File: src/verilog/rpsel_defs.svh
// Register offsets, field positions, reset values and sizes of the pin select
`ifndef RPSEL_DEFS_SVH
`define RPSEL_DEFS_SVH
`define RPSEL_ADDR_W 6
`define RPSEL_SEL_W 5
`define RPSEL_NUM_PINS 26
`define RPSEL_NUM_IN_FUNCS 14
`define RPSEL_NUM_OUT_FUNCS 31
`define RPSEL_IN_REGS 7
`define RPSEL_OUT_REGS 13
`define RPSEL_IN_BASE 6'h00
`define RPSEL_OUT_BASE 6'h10
`define RPSEL_LO_FIELD_LSB 0
`define RPSEL_HI_FIELD_LSB 8
`define RPSEL_FIELD_MASK 16'h1F1F
`define RPSEL_IN_RESET 16'h0000
`define RPSEL_CAP78_RESET 16'h1F1F
`define RPSEL_CAP78_IDX 3
`define RPSEL_OUT_RESET 16'h0000
`define RPSEL_SEL_TIE_LOW 5'h1F
`define RPSEL_SEL_NULL 5'h00
`endif

File: src/verilog/rpsel_pkg.sv
// Types shared by the pin select crossbar
package rpsel_pkg;
	// Register access request from software
	typedef struct packed {
		logic [5:0] addr;
		logic [15:0] wdata;
		logic wr;
		logic rd;
	} rpsel_req_t;
	// Routed peripheral inputs, one bit each
	typedef struct packed {
		logic ext_irq_one_in;
		logic ext_irq_two_in;
		logic timer_two_ext_clk;
		logic timer_three_ext_clk;
		logic capture_one_in;
		logic capture_two_in;
		logic capture_seven_in;
		logic capture_eight_in;
		logic compare_fault_a_in;
		logic uart_one_rx_in;
		logic uart_one_cts_in;
		logic spi_one_data_in;
		logic spi_one_clock_in;
		logic spi_one_select_in;
	} rpsel_func_in_t;
endpackage

File: src/verilog/rpsel_top.sv
// Peripheral pin select crossbar with its routing registers
// Operation
// - Each of the two external interrupt inputs takes its pin from its own 5-bit field.
// - The timer 2 and timer 3 external clocks take their pins from separate 5-bit fields.
// - The output compare fault A input takes its pin from its own 5-bit field.
// - UART 1 receive and clear-to-send take their pins from two independent fields.
// - SPI 1 data, clock and select inputs take their pins from three independent fields.
// - Every remappable pin has its own 5-bit output field, two per output register.
// - A pin is driven by the peripheral output whose code equals its field.
// - Output code zero leaves the pin connected to no peripheral output.
`timescale 1ns/1ps
`include "rpsel_defs.svh"
module rpsel_top #(
	parameter int NUM_PINS = `RPSEL_NUM_PINS,
	parameter int NUM_OUT_FUNCS = `RPSEL_NUM_OUT_FUNCS
) (
	// Clock and reset
	input wire logic sys_clk,
	input wire logic resetn,
	// Register port
	input wire rpsel_pkg::rpsel_req_t bus_req,
	output logic [15:0] bus_rdata,
	// Package pins; inputs asynchronous, outputs registered on sys_clk
	input wire logic [NUM_PINS-1:0] remap_pin_n_in,
	output logic [NUM_PINS-1:0] remap_pin_n_out,
	output logic [NUM_PINS-1:0] remap_pin_n_drive,
	// Peripheral side; output function code k sits at bit k-1
	output rpsel_pkg::rpsel_func_in_t func_in,
	input wire logic [NUM_OUT_FUNCS-1:0] periph_out
);

	localparam int NIN = `RPSEL_NUM_IN_FUNCS;
	localparam int NIR = `RPSEL_IN_REGS;
	localparam int NOR = `RPSEL_OUT_REGS;
	localparam int SW = `RPSEL_SEL_W;

	// Routing registers
	logic [15:0] in_regs_r [NIR];
	logic [15:0] in_regs_nxt [NIR];
	logic [15:0] out_regs_r [NOR];
	logic [15:0] out_regs_nxt [NOR];
	logic [15:0] rdata_r;
	logic [15:0] rdata_nxt;
	// Address decode, one hit line per register
	logic [NIR-1:0] in_hit;
	logic [NOR-1:0] out_hit;
	// Pin synchronisers; stage one is read only by stage two
	logic [NUM_PINS-1:0] pin_s1_r;
	logic [NUM_PINS-1:0] pin_s2_r;
	// Routed values
	rpsel_pkg::rpsel_func_in_t func_r;
	rpsel_pkg::rpsel_func_in_t func_nxt;
	logic [NUM_PINS-1:0] pout_r;
	logic [NUM_PINS-1:0] pout_nxt;
	logic [NUM_PINS-1:0] pdrv_r;
	logic [NUM_PINS-1:0] pdrv_nxt;
	logic [SW-1:0] in_sel [NIN];
	logic [SW-1:0] out_sel [NUM_PINS];

	// Pin pick for one input function; codes past the last pin tie low
	function automatic logic route_pin(input logic [SW-1:0] sel,
		input logic [NUM_PINS-1:0] pins);
		logic v;
		v = 1'b0;
		if (int'(sel) < NUM_PINS)
			v = pins[sel];
		return v;
	endfunction

	// Address decode; holes in the map hit nothing
	always_comb begin
		in_hit = '0;
		out_hit = '0;
		case (bus_req.addr)
			`RPSEL_IN_BASE + 6'h00: in_hit[0] = 1'b1;
			`RPSEL_IN_BASE + 6'h01: in_hit[1] = 1'b1;
			`RPSEL_IN_BASE + 6'h02: in_hit[2] = 1'b1;
			`RPSEL_IN_BASE + 6'h03: in_hit[3] = 1'b1;
			`RPSEL_IN_BASE + 6'h04: in_hit[4] = 1'b1;
			`RPSEL_IN_BASE + 6'h05: in_hit[5] = 1'b1;
			`RPSEL_IN_BASE + 6'h06: in_hit[6] = 1'b1;
			`RPSEL_OUT_BASE + 6'h00: out_hit[0] = 1'b1;
			`RPSEL_OUT_BASE + 6'h01: out_hit[1] = 1'b1;
			`RPSEL_OUT_BASE + 6'h02: out_hit[2] = 1'b1;
			`RPSEL_OUT_BASE + 6'h03: out_hit[3] = 1'b1;
			`RPSEL_OUT_BASE + 6'h04: out_hit[4] = 1'b1;
			`RPSEL_OUT_BASE + 6'h05: out_hit[5] = 1'b1;
			`RPSEL_OUT_BASE + 6'h06: out_hit[6] = 1'b1;
			`RPSEL_OUT_BASE + 6'h07: out_hit[7] = 1'b1;
			`RPSEL_OUT_BASE + 6'h08: out_hit[8] = 1'b1;
			`RPSEL_OUT_BASE + 6'h09: out_hit[9] = 1'b1;
			`RPSEL_OUT_BASE + 6'h0A: out_hit[10] = 1'b1;
			`RPSEL_OUT_BASE + 6'h0B: out_hit[11] = 1'b1;
			`RPSEL_OUT_BASE + 6'h0C: out_hit[12] = 1'b1;
			default: begin
				in_hit = '0;
				out_hit = '0;
			end
		endcase
	end

	// Register writes; unimplemented bits never reach the flops
	always_comb begin
		for (int i = 0; i < NIR; i++) begin
			in_regs_nxt[i] = in_regs_r[i];
			if (bus_req.wr && in_hit[i])
				in_regs_nxt[i] = bus_req.wdata & `RPSEL_FIELD_MASK;
		end
		for (int i = 0; i < NOR; i++) begin
			out_regs_nxt[i] = out_regs_r[i];
			if (bus_req.wr && out_hit[i])
				out_regs_nxt[i] = bus_req.wdata & `RPSEL_FIELD_MASK;
		end
	end

	// Read mux; an idle cycle or a hole returns zero
	always_comb begin
		rdata_nxt = 16'h0000;
		if (bus_req.rd) begin
			case (bus_req.addr)
				`RPSEL_IN_BASE + 6'h00: rdata_nxt = in_regs_r[0];
				`RPSEL_IN_BASE + 6'h01: rdata_nxt = in_regs_r[1];
				`RPSEL_IN_BASE + 6'h02: rdata_nxt = in_regs_r[2];
				`RPSEL_IN_BASE + 6'h03: rdata_nxt = in_regs_r[3];
				`RPSEL_IN_BASE + 6'h04: rdata_nxt = in_regs_r[4];
				`RPSEL_IN_BASE + 6'h05: rdata_nxt = in_regs_r[5];
				`RPSEL_IN_BASE + 6'h06: rdata_nxt = in_regs_r[6];
				`RPSEL_OUT_BASE + 6'h00: rdata_nxt = out_regs_r[0];
				`RPSEL_OUT_BASE + 6'h01: rdata_nxt = out_regs_r[1];
				`RPSEL_OUT_BASE + 6'h02: rdata_nxt = out_regs_r[2];
				`RPSEL_OUT_BASE + 6'h03: rdata_nxt = out_regs_r[3];
				`RPSEL_OUT_BASE + 6'h04: rdata_nxt = out_regs_r[4];
				`RPSEL_OUT_BASE + 6'h05: rdata_nxt = out_regs_r[5];
				`RPSEL_OUT_BASE + 6'h06: rdata_nxt = out_regs_r[6];
				`RPSEL_OUT_BASE + 6'h07: rdata_nxt = out_regs_r[7];
				`RPSEL_OUT_BASE + 6'h08: rdata_nxt = out_regs_r[8];
				`RPSEL_OUT_BASE + 6'h09: rdata_nxt = out_regs_r[9];
				`RPSEL_OUT_BASE + 6'h0A: rdata_nxt = out_regs_r[10];
				`RPSEL_OUT_BASE + 6'h0B: rdata_nxt = out_regs_r[11];
				`RPSEL_OUT_BASE + 6'h0C: rdata_nxt = out_regs_r[12];
				default: rdata_nxt = 16'h0000;
			endcase
		end
	end

	// Register storage; capture 7/8 fields come up tied low
	always_ff @(posedge sys_clk or negedge resetn) begin
		if (!resetn) begin
			for (int i = 0; i < NIR; i++)
				in_regs_r[i] <= (i == `RPSEL_CAP78_IDX) ?
					`RPSEL_CAP78_RESET : `RPSEL_IN_RESET;
			for (int i = 0; i < NOR; i++)
				out_regs_r[i] <= `RPSEL_OUT_RESET;
			rdata_r <= 16'h0000;
		end else begin
			in_regs_r <= in_regs_nxt;
			out_regs_r <= out_regs_nxt;
			rdata_r <= rdata_nxt;
		end
	end

	// Field extraction: two fields per register, low then high
	always_comb begin
		for (int f = 0; f < NIN; f++)
			in_sel[f] = (f % 2 == 0) ?
				in_regs_r[f/2][`RPSEL_LO_FIELD_LSB +: SW] :
				in_regs_r[f/2][`RPSEL_HI_FIELD_LSB +: SW];
		for (int p = 0; p < NUM_PINS; p++)
			out_sel[p] = (p % 2 == 0) ?
				out_regs_r[p/2][`RPSEL_LO_FIELD_LSB +: SW] :
				out_regs_r[p/2][`RPSEL_HI_FIELD_LSB +: SW];
	end

	// Input crossbar by function name, so a slot mix-up is easy to spot
	always_comb begin
		func_nxt.ext_irq_one_in = route_pin(in_sel[0], pin_s2_r);
		func_nxt.ext_irq_two_in = route_pin(in_sel[1], pin_s2_r);
		func_nxt.timer_two_ext_clk = route_pin(in_sel[2], pin_s2_r);
		func_nxt.timer_three_ext_clk = route_pin(in_sel[3], pin_s2_r);
		func_nxt.capture_one_in = route_pin(in_sel[4], pin_s2_r);
		func_nxt.capture_two_in = route_pin(in_sel[5], pin_s2_r);
		func_nxt.capture_seven_in = route_pin(in_sel[6], pin_s2_r);
		func_nxt.capture_eight_in = route_pin(in_sel[7], pin_s2_r);
		func_nxt.compare_fault_a_in = route_pin(in_sel[8], pin_s2_r);
		func_nxt.uart_one_rx_in = route_pin(in_sel[9], pin_s2_r);
		func_nxt.uart_one_cts_in = route_pin(in_sel[10], pin_s2_r);
		func_nxt.spi_one_data_in = route_pin(in_sel[11], pin_s2_r);
		func_nxt.spi_one_clock_in = route_pin(in_sel[12], pin_s2_r);
		func_nxt.spi_one_select_in = route_pin(in_sel[13], pin_s2_r);
	end

	// Output crossbar: each pin picks one peripheral output
	always_comb begin
		for (int p = 0; p < NUM_PINS; p++) begin
			pout_nxt[p] = 1'b0;
			pdrv_nxt[p] = 1'b1; // High enable means not driven
			if (out_sel[p] != `RPSEL_SEL_NULL &&
				int'(out_sel[p]) <= NUM_OUT_FUNCS) begin
				pout_nxt[p] = periph_out[out_sel[p] - 5'h01];
				pdrv_nxt[p] = 1'b0;
			end
		end
	end

	// Synchronisers and registered routing outputs
	always_ff @(posedge sys_clk or negedge resetn) begin
		if (!resetn) begin
			pin_s1_r <= '0;
			pin_s2_r <= '0;
			func_r <= '0;
			pout_r <= '0;
			pdrv_r <= '1;
		end else begin
			pin_s1_r <= remap_pin_n_in;
			pin_s2_r <= pin_s1_r;
			func_r <= func_nxt;
			pout_r <= pout_nxt;
			pdrv_r <= pdrv_nxt;
		end
	end

	assign bus_rdata = rdata_r;
	assign func_in = func_r;
	assign remap_pin_n_out = pout_r;
	assign remap_pin_n_drive = pdrv_r;
endmodule

File: config.mk
export PLATFORM = sky130hd
export DESIGN_NAME = rpsel_top
export DESIGN_NICKNAME = d
export VERILOG_FILES = /design/src/verilog/rpsel_pkg.sv /design/src/verilog/rpsel_top.sv
export VERILOG_INCLUDE_DIRS = /design/src /design/src/verilog
export SDC_FILE = /design/constraint.sdc
export NUM_CORES = 1
export LEC_CHECK = 0
export BUFFER_PORTS_ARGS = -buffer_cell sky130_fd_sc_hd__buf_2
export CAP_MARGIN = 15
export CORE_MARGIN = 4
export CORE_UTILIZATION = 45
export CTS_CLUSTER_DIAMETER = 50
export DETAILED_ROUTE_END_ITERATION = 7
export RECOVER_POWER = 100
export SLEW_MARGIN = 10
export SYNTH_ARGS = -nofsm -noshare
export SYNTH_HDL_FRONTEND = slang
export SYNTH_SLANG_ARGS = --single-unit
File: constraint.sdc
create_clock -name sys_clk -period 2.5 [get_ports sys_clk]
set_clock_uncertainty 0.1 [all_clocks]
set_input_delay 0 -clock sys_clk [delete_from_list [all_inputs] [get_ports sys_clk]]
set_output_delay 0 -clock sys_clk [all_outputs]
set_load 0.03 [all_outputs]
# Word level (Yosys, flattened, before mapping)
# Cells that the tools add are included.
[word_totals]
regBits = 334
inputBits = 83
ramBits = 0
output_inout_bits = 82
rom_bits = 0
latch_bits = 0
mem_count = 0
[classes]
n_eq_ne = 19
n_div = 0
n_mul = 0
n_lt_le_gt_ge = 54
addsub = 26
n_reduce_logical = 47
n_shift = 0
n_mux = 168
bitwise_logic = 0
[ops]
columns = ["op", "count"]
rows = [
  ["$pmux 13 s20", 1],
  ["$lt 5x6->1 const B", 40],
  ["$bmux 1 s5", 40],
  ["$reduce_bool 5->1", 26],
  ["$sub 5x1->5 const B", 26],
  ["$mux 1", 126],
  ["$eq 6x5->1 const B", 13],
  ["$lt 5x5->1 const B", 14],
  ["$logic_and 1x1->1", 20],
  ["$eq 6x3->1 const B", 3],
  ["$mux 13", 1],
  ["$eq 6x2->1 const B", 2],
  ["$eq 6x1->1 const B", 1],
  ["$logic_not 6->1", 1],
]

# Longest topological paths before layout
[logic_depth]
ltp_word = 4
ltp_mapped = 10
depth_no_buf = 7

# Least setup slack after synthesis
# OpenSTA, ideal clock, no wires.
[synth_timing]
path_type = "flip-flop to flip-flop"
startpoint = "reg out_regs_r[192] (netlist name)"
endpoint = "reg pout_r[0] (netlist: remap_pin_n_out[0])"
setup_slack_ns = -0.181
period_less_slack_ns = 2.681
stages_incl_launch_ff = 10
required_ns = 2.268
t_arrival_ns = 2.448
cell_sequence = "dfrtp_1 -> buf_6 -> buf_2 -> inv_1 -> ha_1 -> clkbuf_1 -> mux4_1 -> mux4_1 -> a311oi_1 -> nand3_1"
[synth_between]
elab_chain_len = 4
word_cells_on_any_way = 5
cone_classes = "add/sub: 1; mux: 3; reduce/logical: 1"
[synth_rtl]
columns = ["element", "line", "source"]
rows = [
  ["start, declared", "rpsel_top.sv:40", "logic [15:0] out_regs_r [NOR];"],
  ["start signal, assigned by index", "rpsel_top.sv:153", "out_regs_r[i] <= `RPSEL_OUT_RESET;"],
  ["start signal, assigned", "rpsel_top.sv:157", "out_regs_r <= out_regs_nxt;"],
  ["$sub 5x1->5", "rpsel_top.sv:199", "pout_nxt[p] = periph_out[out_sel[p] - 5'h01];"],
  ["$bmux 1 s5", "rpsel_top.sv:199", ""],
  ["$mux 1 (not written as such)", "rpsel_top.sv:199", ""],
  ["$mux 1 (*)", "rpsel_top.sv:197", "if (out_sel[p] != `RPSEL_SEL_NULL &&"],
  ["named net pout_nxt[0]", "rpsel_top.sv:54", "logic [NUM_PINS-1:0] pout_nxt;"],
  ["end signal, assigned", "rpsel_top.sv:217", "pout_r <= pout_nxt;"],
  ["end, declared", "rpsel_top.sv:53", "logic [NUM_PINS-1:0] pout_r;"],
]
# Mark *: on every way through the listed nets, which the timed path passes. The rest lies on a longest branch. The select of a mux whose other input is x is not followed.
# A chain may end at the register's enable or synchronous reset.

# Worst setup path in the final report
[layout_timing]
startpoint = "reg out_regs_r[80] (netlist name)"
endpoint = "reg pout_r[14] (netlist: remap_pin_n_out[14])"
# The elaborated chain is that of the path after synthesis.

==> out/metrics.csv <==
metric,value,unit
drt.antenna.violating_nets,0,
crit_path_cell_trace,"buf_4, mux4_1, mux4_1, a311oi_2, nand3_1",
comb_power_share,37.8,%
synthCells,2244,
detailedRoute.firstPassIterationCount,7,
final_net_count,2482,
synthDistinctLibCells,64,
clkSinkCount,328,
crit_path_top_delay_cell,sky130_fd_sc_hd__mux4_1,
ys.warnings.count,0,
setup.worst_path.class,reg2reg,
placement.cell_area,27500,um^2
min_from,pin_s1_r[20],
final_report_setup_violation_count,0,
drc,0,
globalRouteOverflowTotal,0,
clock_power_share,30.7,%
timing.critical_path.fanout_max,11,
leakage_dissipation,11.8,nW
cts_post_setup_buffers_inserted,0,
clkTransAtPathRegs,0.06,ns
worst_setup_path_start_kind,flip-flop,
top_reg_cell_synth,sky130_fd_sc_hd__dfrtp_1,
shortest_period_the_worst_path_allows,2.43,ns
number_of_flip_flops_and_latches_in_the_synthesized_netlist,328,
max-cap-violations,0,
fp.dieArea,61300,um^2
worst_ep_required_time,2.87,ns
seq_power_share,31.5,%
cts.htree.levels,2,
final-max-slew-violation-count,0,
placeableCoreArea,56600,um^2
longest_individual_stage_delay_on_the_worst_path,0.61,ns
detail_route.iter0.violations,3027,
power.share.switching,36.5,%
wire_length_of_the_first_global_routing_pass,139000,um
layout.cell_area.non_filler,29700,um^2
crit_top_cell,sky130_fd_sc_hd__mux4_1,
cp.arrival,2.80,ns
detailedPlace.worstSlack,-0.0454,ns
fmax,411,MHz
power-per-cell-area,795,nW/um^2
timing.final.hold_violations,0,
syn-cell-area,25800,um^2
report.power.total,0.0237,W
post-route-util,52.5,%
mean_instance_size_in_the_synthesized_netlist,11.5,um^2
pin_count_of_the_biggest_net_entering_global_routing,91,
tritoncts.num_buffers,49,
hold-worst-slack,0.246,ns
fraction_of_the_yosys_area_taken_by_sequential_cells,32.0,%
clk_root_buffer_cell,sky130_fd_sc_hd__clkbuf_16,
r2r-start,out_regs_r[80],
post-dp-hpwl,61800,um
drive_gt1_share,36.1,%
routed_vias_inst,7.05,
ir_worst_vdd,635,uV
min_period_over_period,97.3,%
floorplan.die.height,248,um
rsz_0062_raised_after_global_routing,no,
cell_internal_pwr,0.0150,W
via_count_of_the_routed_design,22400,
setup_ws_final,0.0666,ns
run_status,finished clean,
layout-area-overhead-vs-synth,15.2,%
clkLatencyLatePin,0.61,ns
slew-limit-headroom,26.6,%
endpoint_type_of_the_worst_setup_path,flip-flop,
fp-row-count,87,
track_usage,30.3,%
maximum_number_of_buffers_from_clock_root_to_sink,3,
grt_antenna_before_repair,1,
vias_in_the_first_global_route,21600,
fp.dieW,248,um
drt_wl_total,94300,um
actual_slew_at_the_worst_max_slew_pin,1.10,ns
initial_utilization,45.6,%
gp_congestion,0.962,
port_buffers,152,
critical_path.startpoint,out_regs_r[80],
boundaryPins,165,
synth_enable_flop_cells,0,
drt-wirelength-per-cell,29.7,um
cts_tree,built,
asyncSetResetFlopFracSynth,100,%
net-switching-power,0.00864,W
min_path_type,reg2reg,
==> power by group through the flow <==
stage	clock network (W)	logic (W)	registers [W]
2_1_floorplan	0	0.00612	0.00775
3_3_place_gp	0	0.00868	0.00744
3_5_place_dp	0	0.00883	0.00748
4_1_cts	0.00741	0.00896	0.00740
5_1_grt	0.00763	0.00956	0.00755
6_report	0.00727	0.00894	0.00744
==> Yosys cell counts (6+ instances only) <==
master | number | share of area, %
sky130_fd_sc_hd__a22o_1 | 46 | 1.6
sky130_fd_sc_hd__buf_2 | 59 | 1.1
sky130_fd_sc_hd__xnor2_1 | 9 | 0.31
sky130_fd_sc_hd__a221o_1 | 11 | 0.43
sky130_fd_sc_hd__buf_4 | 15 | 0.44
sky130_fd_sc_hd__or4_1 | 18 | 0.52
sky130_fd_sc_hd__nor2b_1 | 32 | 0.78
sky130_fd_sc_hd__o31a_1 | 16 | 0.54
sky130_fd_sc_hd__dfrtp_1 | 292 | 28
sky130_fd_sc_hd__mux4_2 | 274 | 24
sky130_fd_sc_hd__o31ai_1 | 17 | 0.49
sky130_fd_sc_hd__nand4_1 | 16 | 0.39
sky130_fd_sc_hd__a221oi_1 | 21 | 0.71
sky130_fd_sc_hd__and2_1 | 11 | 0.27
sky130_fd_sc_hd__nand3b_1 | 32 | 0.93
sky130_fd_sc_hd__a22oi_1 | 33 | 0.96
sky130_fd_sc_hd__nand3_1 | 129 | 2.5
sky130_fd_sc_hd__nor3b_1 | 10 | 0.29
sky130_fd_sc_hd__mux2i_1 | 59 | 2.3
sky130_fd_sc_hd__nor4_1 | 21 | 0.51
sky130_fd_sc_hd__and3_1 | 21 | 0.51
sky130_fd_sc_hd__and3b_1 | 11 | 0.37
sky130_fd_sc_hd__nand2_1 | 84 | 1.2
sky130_fd_sc_hd__inv_1 | 68 | 0.99
sky130_fd_sc_hd__nand2b_1 | 17 | 0.41
sky130_fd_sc_hd__a31oi_1 | 25 | 0.61
sky130_fd_sc_hd__a211oi_1 | 15 | 0.44
sky130_fd_sc_hd__a32oi_1 | 6 | 0.20
sky130_fd_sc_hd__dfstp_2 | 36 | 3.7
sky130_fd_sc_hd__nor4b_1 | 19 | 0.64
sky130_fd_sc_hd__nor3_1 | 63 | 1.2
sky130_fd_sc_hd__mux4_1 | 16 | 1.6
sky130_fd_sc_hd__buf_1 | 30 | 0.44
sky130_fd_sc_hd__or2_2 | 12 | 0.29
sky130_fd_sc_hd__a32o_1 | 17 | 0.66
sky130_fd_sc_hd__a21o_1 | 8 | 0.23
sky130_fd_sc_hd__clkbuf_1 | 185 | 2.7
sky130_fd_sc_hd__a21oi_1 | 42 | 0.81
sky130_fd_sc_hd__ha_1 | 26 | 1.3
sky130_fd_sc_hd__mux2_2 | 242 | 11
sky130_fd_sc_hd__o21ai_0 | 72 | 1.4
sky130_fd_sc_hd__nor2_1 | 59 | 0.86
==> final timing paths <==
path	to	slack [ns]	cells after the start
worst max-delay path	remap_pin_n_out[14]	0.07	5
worst min-delay path	pin_s2_r[20]	0.25	0
worst max register to register	remap_pin_n_out[14]	0.07	5
worst min register to register	pin_s2_r[20]	0.25	0
max in group asynchronous	out_regs_r[145]	0.33	4
min in group asynchronous	remap_pin_n_drive[25]	1.06	3
==> what timing repair did <==
action                     CTS  global route
setup endpoints to repair    1             7
hold endpoints to repair   460             0
pin swaps                    0             0
gates resized for setup      1            12
hold buffers                66             0
==> registers in the layout, summed over array words and instances (netlist names) <==
signal	count
out_regs_r	130
in_regs_r	70
pin_s1_r	26
pin_s2_r	26
remap_pin_n_drive	26
remap_pin_n_out	26
func_in	14
bus_rdata	10
==> worst max-delay path, delay by kind of cell, from the launching register on <==
kind,cells,cell delay (ns)
buf+inv,1,0.23
simple gates,1,0.11
compound gates,1,0.29
flops,1,0.42
mux,2,1.16
==> cells in the final DEF (no fill, tap or decap), types with 12 or more instances in the layout <==
cell / n
sky130_fd_sc_hd__nand3b_1: 32
sky130_fd_sc_hd__nor2b_1: 30
sky130_fd_sc_hd__buf_4: 121
sky130_fd_sc_hd__mux4_1: 16
sky130_fd_sc_hd__o31a_1: 16
sky130_fd_sc_hd__or4_1: 18
sky130_fd_sc_hd__nand3_1: 129
sky130_fd_sc_hd__a221oi_1: 21
sky130_fd_sc_hd__a22oi_1: 33
sky130_fd_sc_hd__a32o_1: 17
sky130_fd_sc_hd__and3_1: 21
sky130_fd_sc_hd__nor2_1: 58
sky130_fd_sc_hd__a211oi_1: 15
sky130_fd_sc_hd__a31oi_1: 25
sky130_fd_sc_hd__o21ai_0: 72
sky130_fd_sc_hd__dfrtp_1: 290
sky130_fd_sc_hd__clkbuf_1: 102
sky130_fd_sc_hd__nand4_1: 16
sky130_fd_sc_hd__a21oi_1: 42
sky130_fd_sc_hd__nor4b_1: 17
sky130_fd_sc_hd__mux2i_1: 59
sky130_fd_sc_hd__mux2_2: 237
sky130_fd_sc_hd__nor3_1: 63
sky130_fd_sc_hd__dfstp_2: 35
sky130_fd_sc_hd__or2_2: 12
sky130_fd_sc_hd__nand2b_1: 17
sky130_fd_sc_hd__a22o_1: 46
sky130_fd_sc_hd__clkbuf_16: 49
sky130_fd_sc_hd__ha_1: 19
sky130_fd_sc_hd__buf_2: 74
sky130_fd_sc_hd__nand2_1: 84
sky130_fd_sc_hd__nor4_1: 21
sky130_fd_sc_hd__mux4_2: 274
sky130_fd_sc_hd__dlygate4sd3_1: 65
sky130_fd_sc_hd__o31ai_1: 17
sky130_fd_sc_hd__inv_1: 68
==> stage by stage <==
stage	TNS (ns)	instances
global route	0	3171
CTS	0	3170
detailed placement	-0.0454	3012
floorplan	-0.0391	2249
finish	0	3175
global placement	0	3012
==> layout make-up <==
type                            instances  area (um^2)
Clock buffer                           61         1340
Sequential cell                       328         8260
Inverter                               68          255
Antenna cell                            5         12.5
Fill cell                            4931        26900
Multi-Input combinational cell       1559        16100
Timing Repair Buffer                  367         2390
Tap cell                              756          946
Clock inverter                         31          394
==> cell families after synthesis <==
kind of cell    Yosys count  synth area share [%]
mux                     591                  38.4
fa+ha+maj                26                  1.26
flops                   328                  32.0
compound gates          356                  9.93
xor+xnor                  9                 0.305
buf+inv                 362                  5.91
other cells               1                0.0145
simple gates            571                  12.2
==> per-layer routing <==
| layer | share of wire, % | GRT usage [%] | wire length, um |
|---|---|---|---|
| met1 | 35 | 39.1 | 33300 |
| met2 | 46 | 48.7 | 43800 |
| met3 | 12 | 6.84 | 11700 |
| met4 | 5.9 | 14.4 | 5530 |
| met5 | 0 | 0 | 0 |
(Power assumes the default switching activity.)
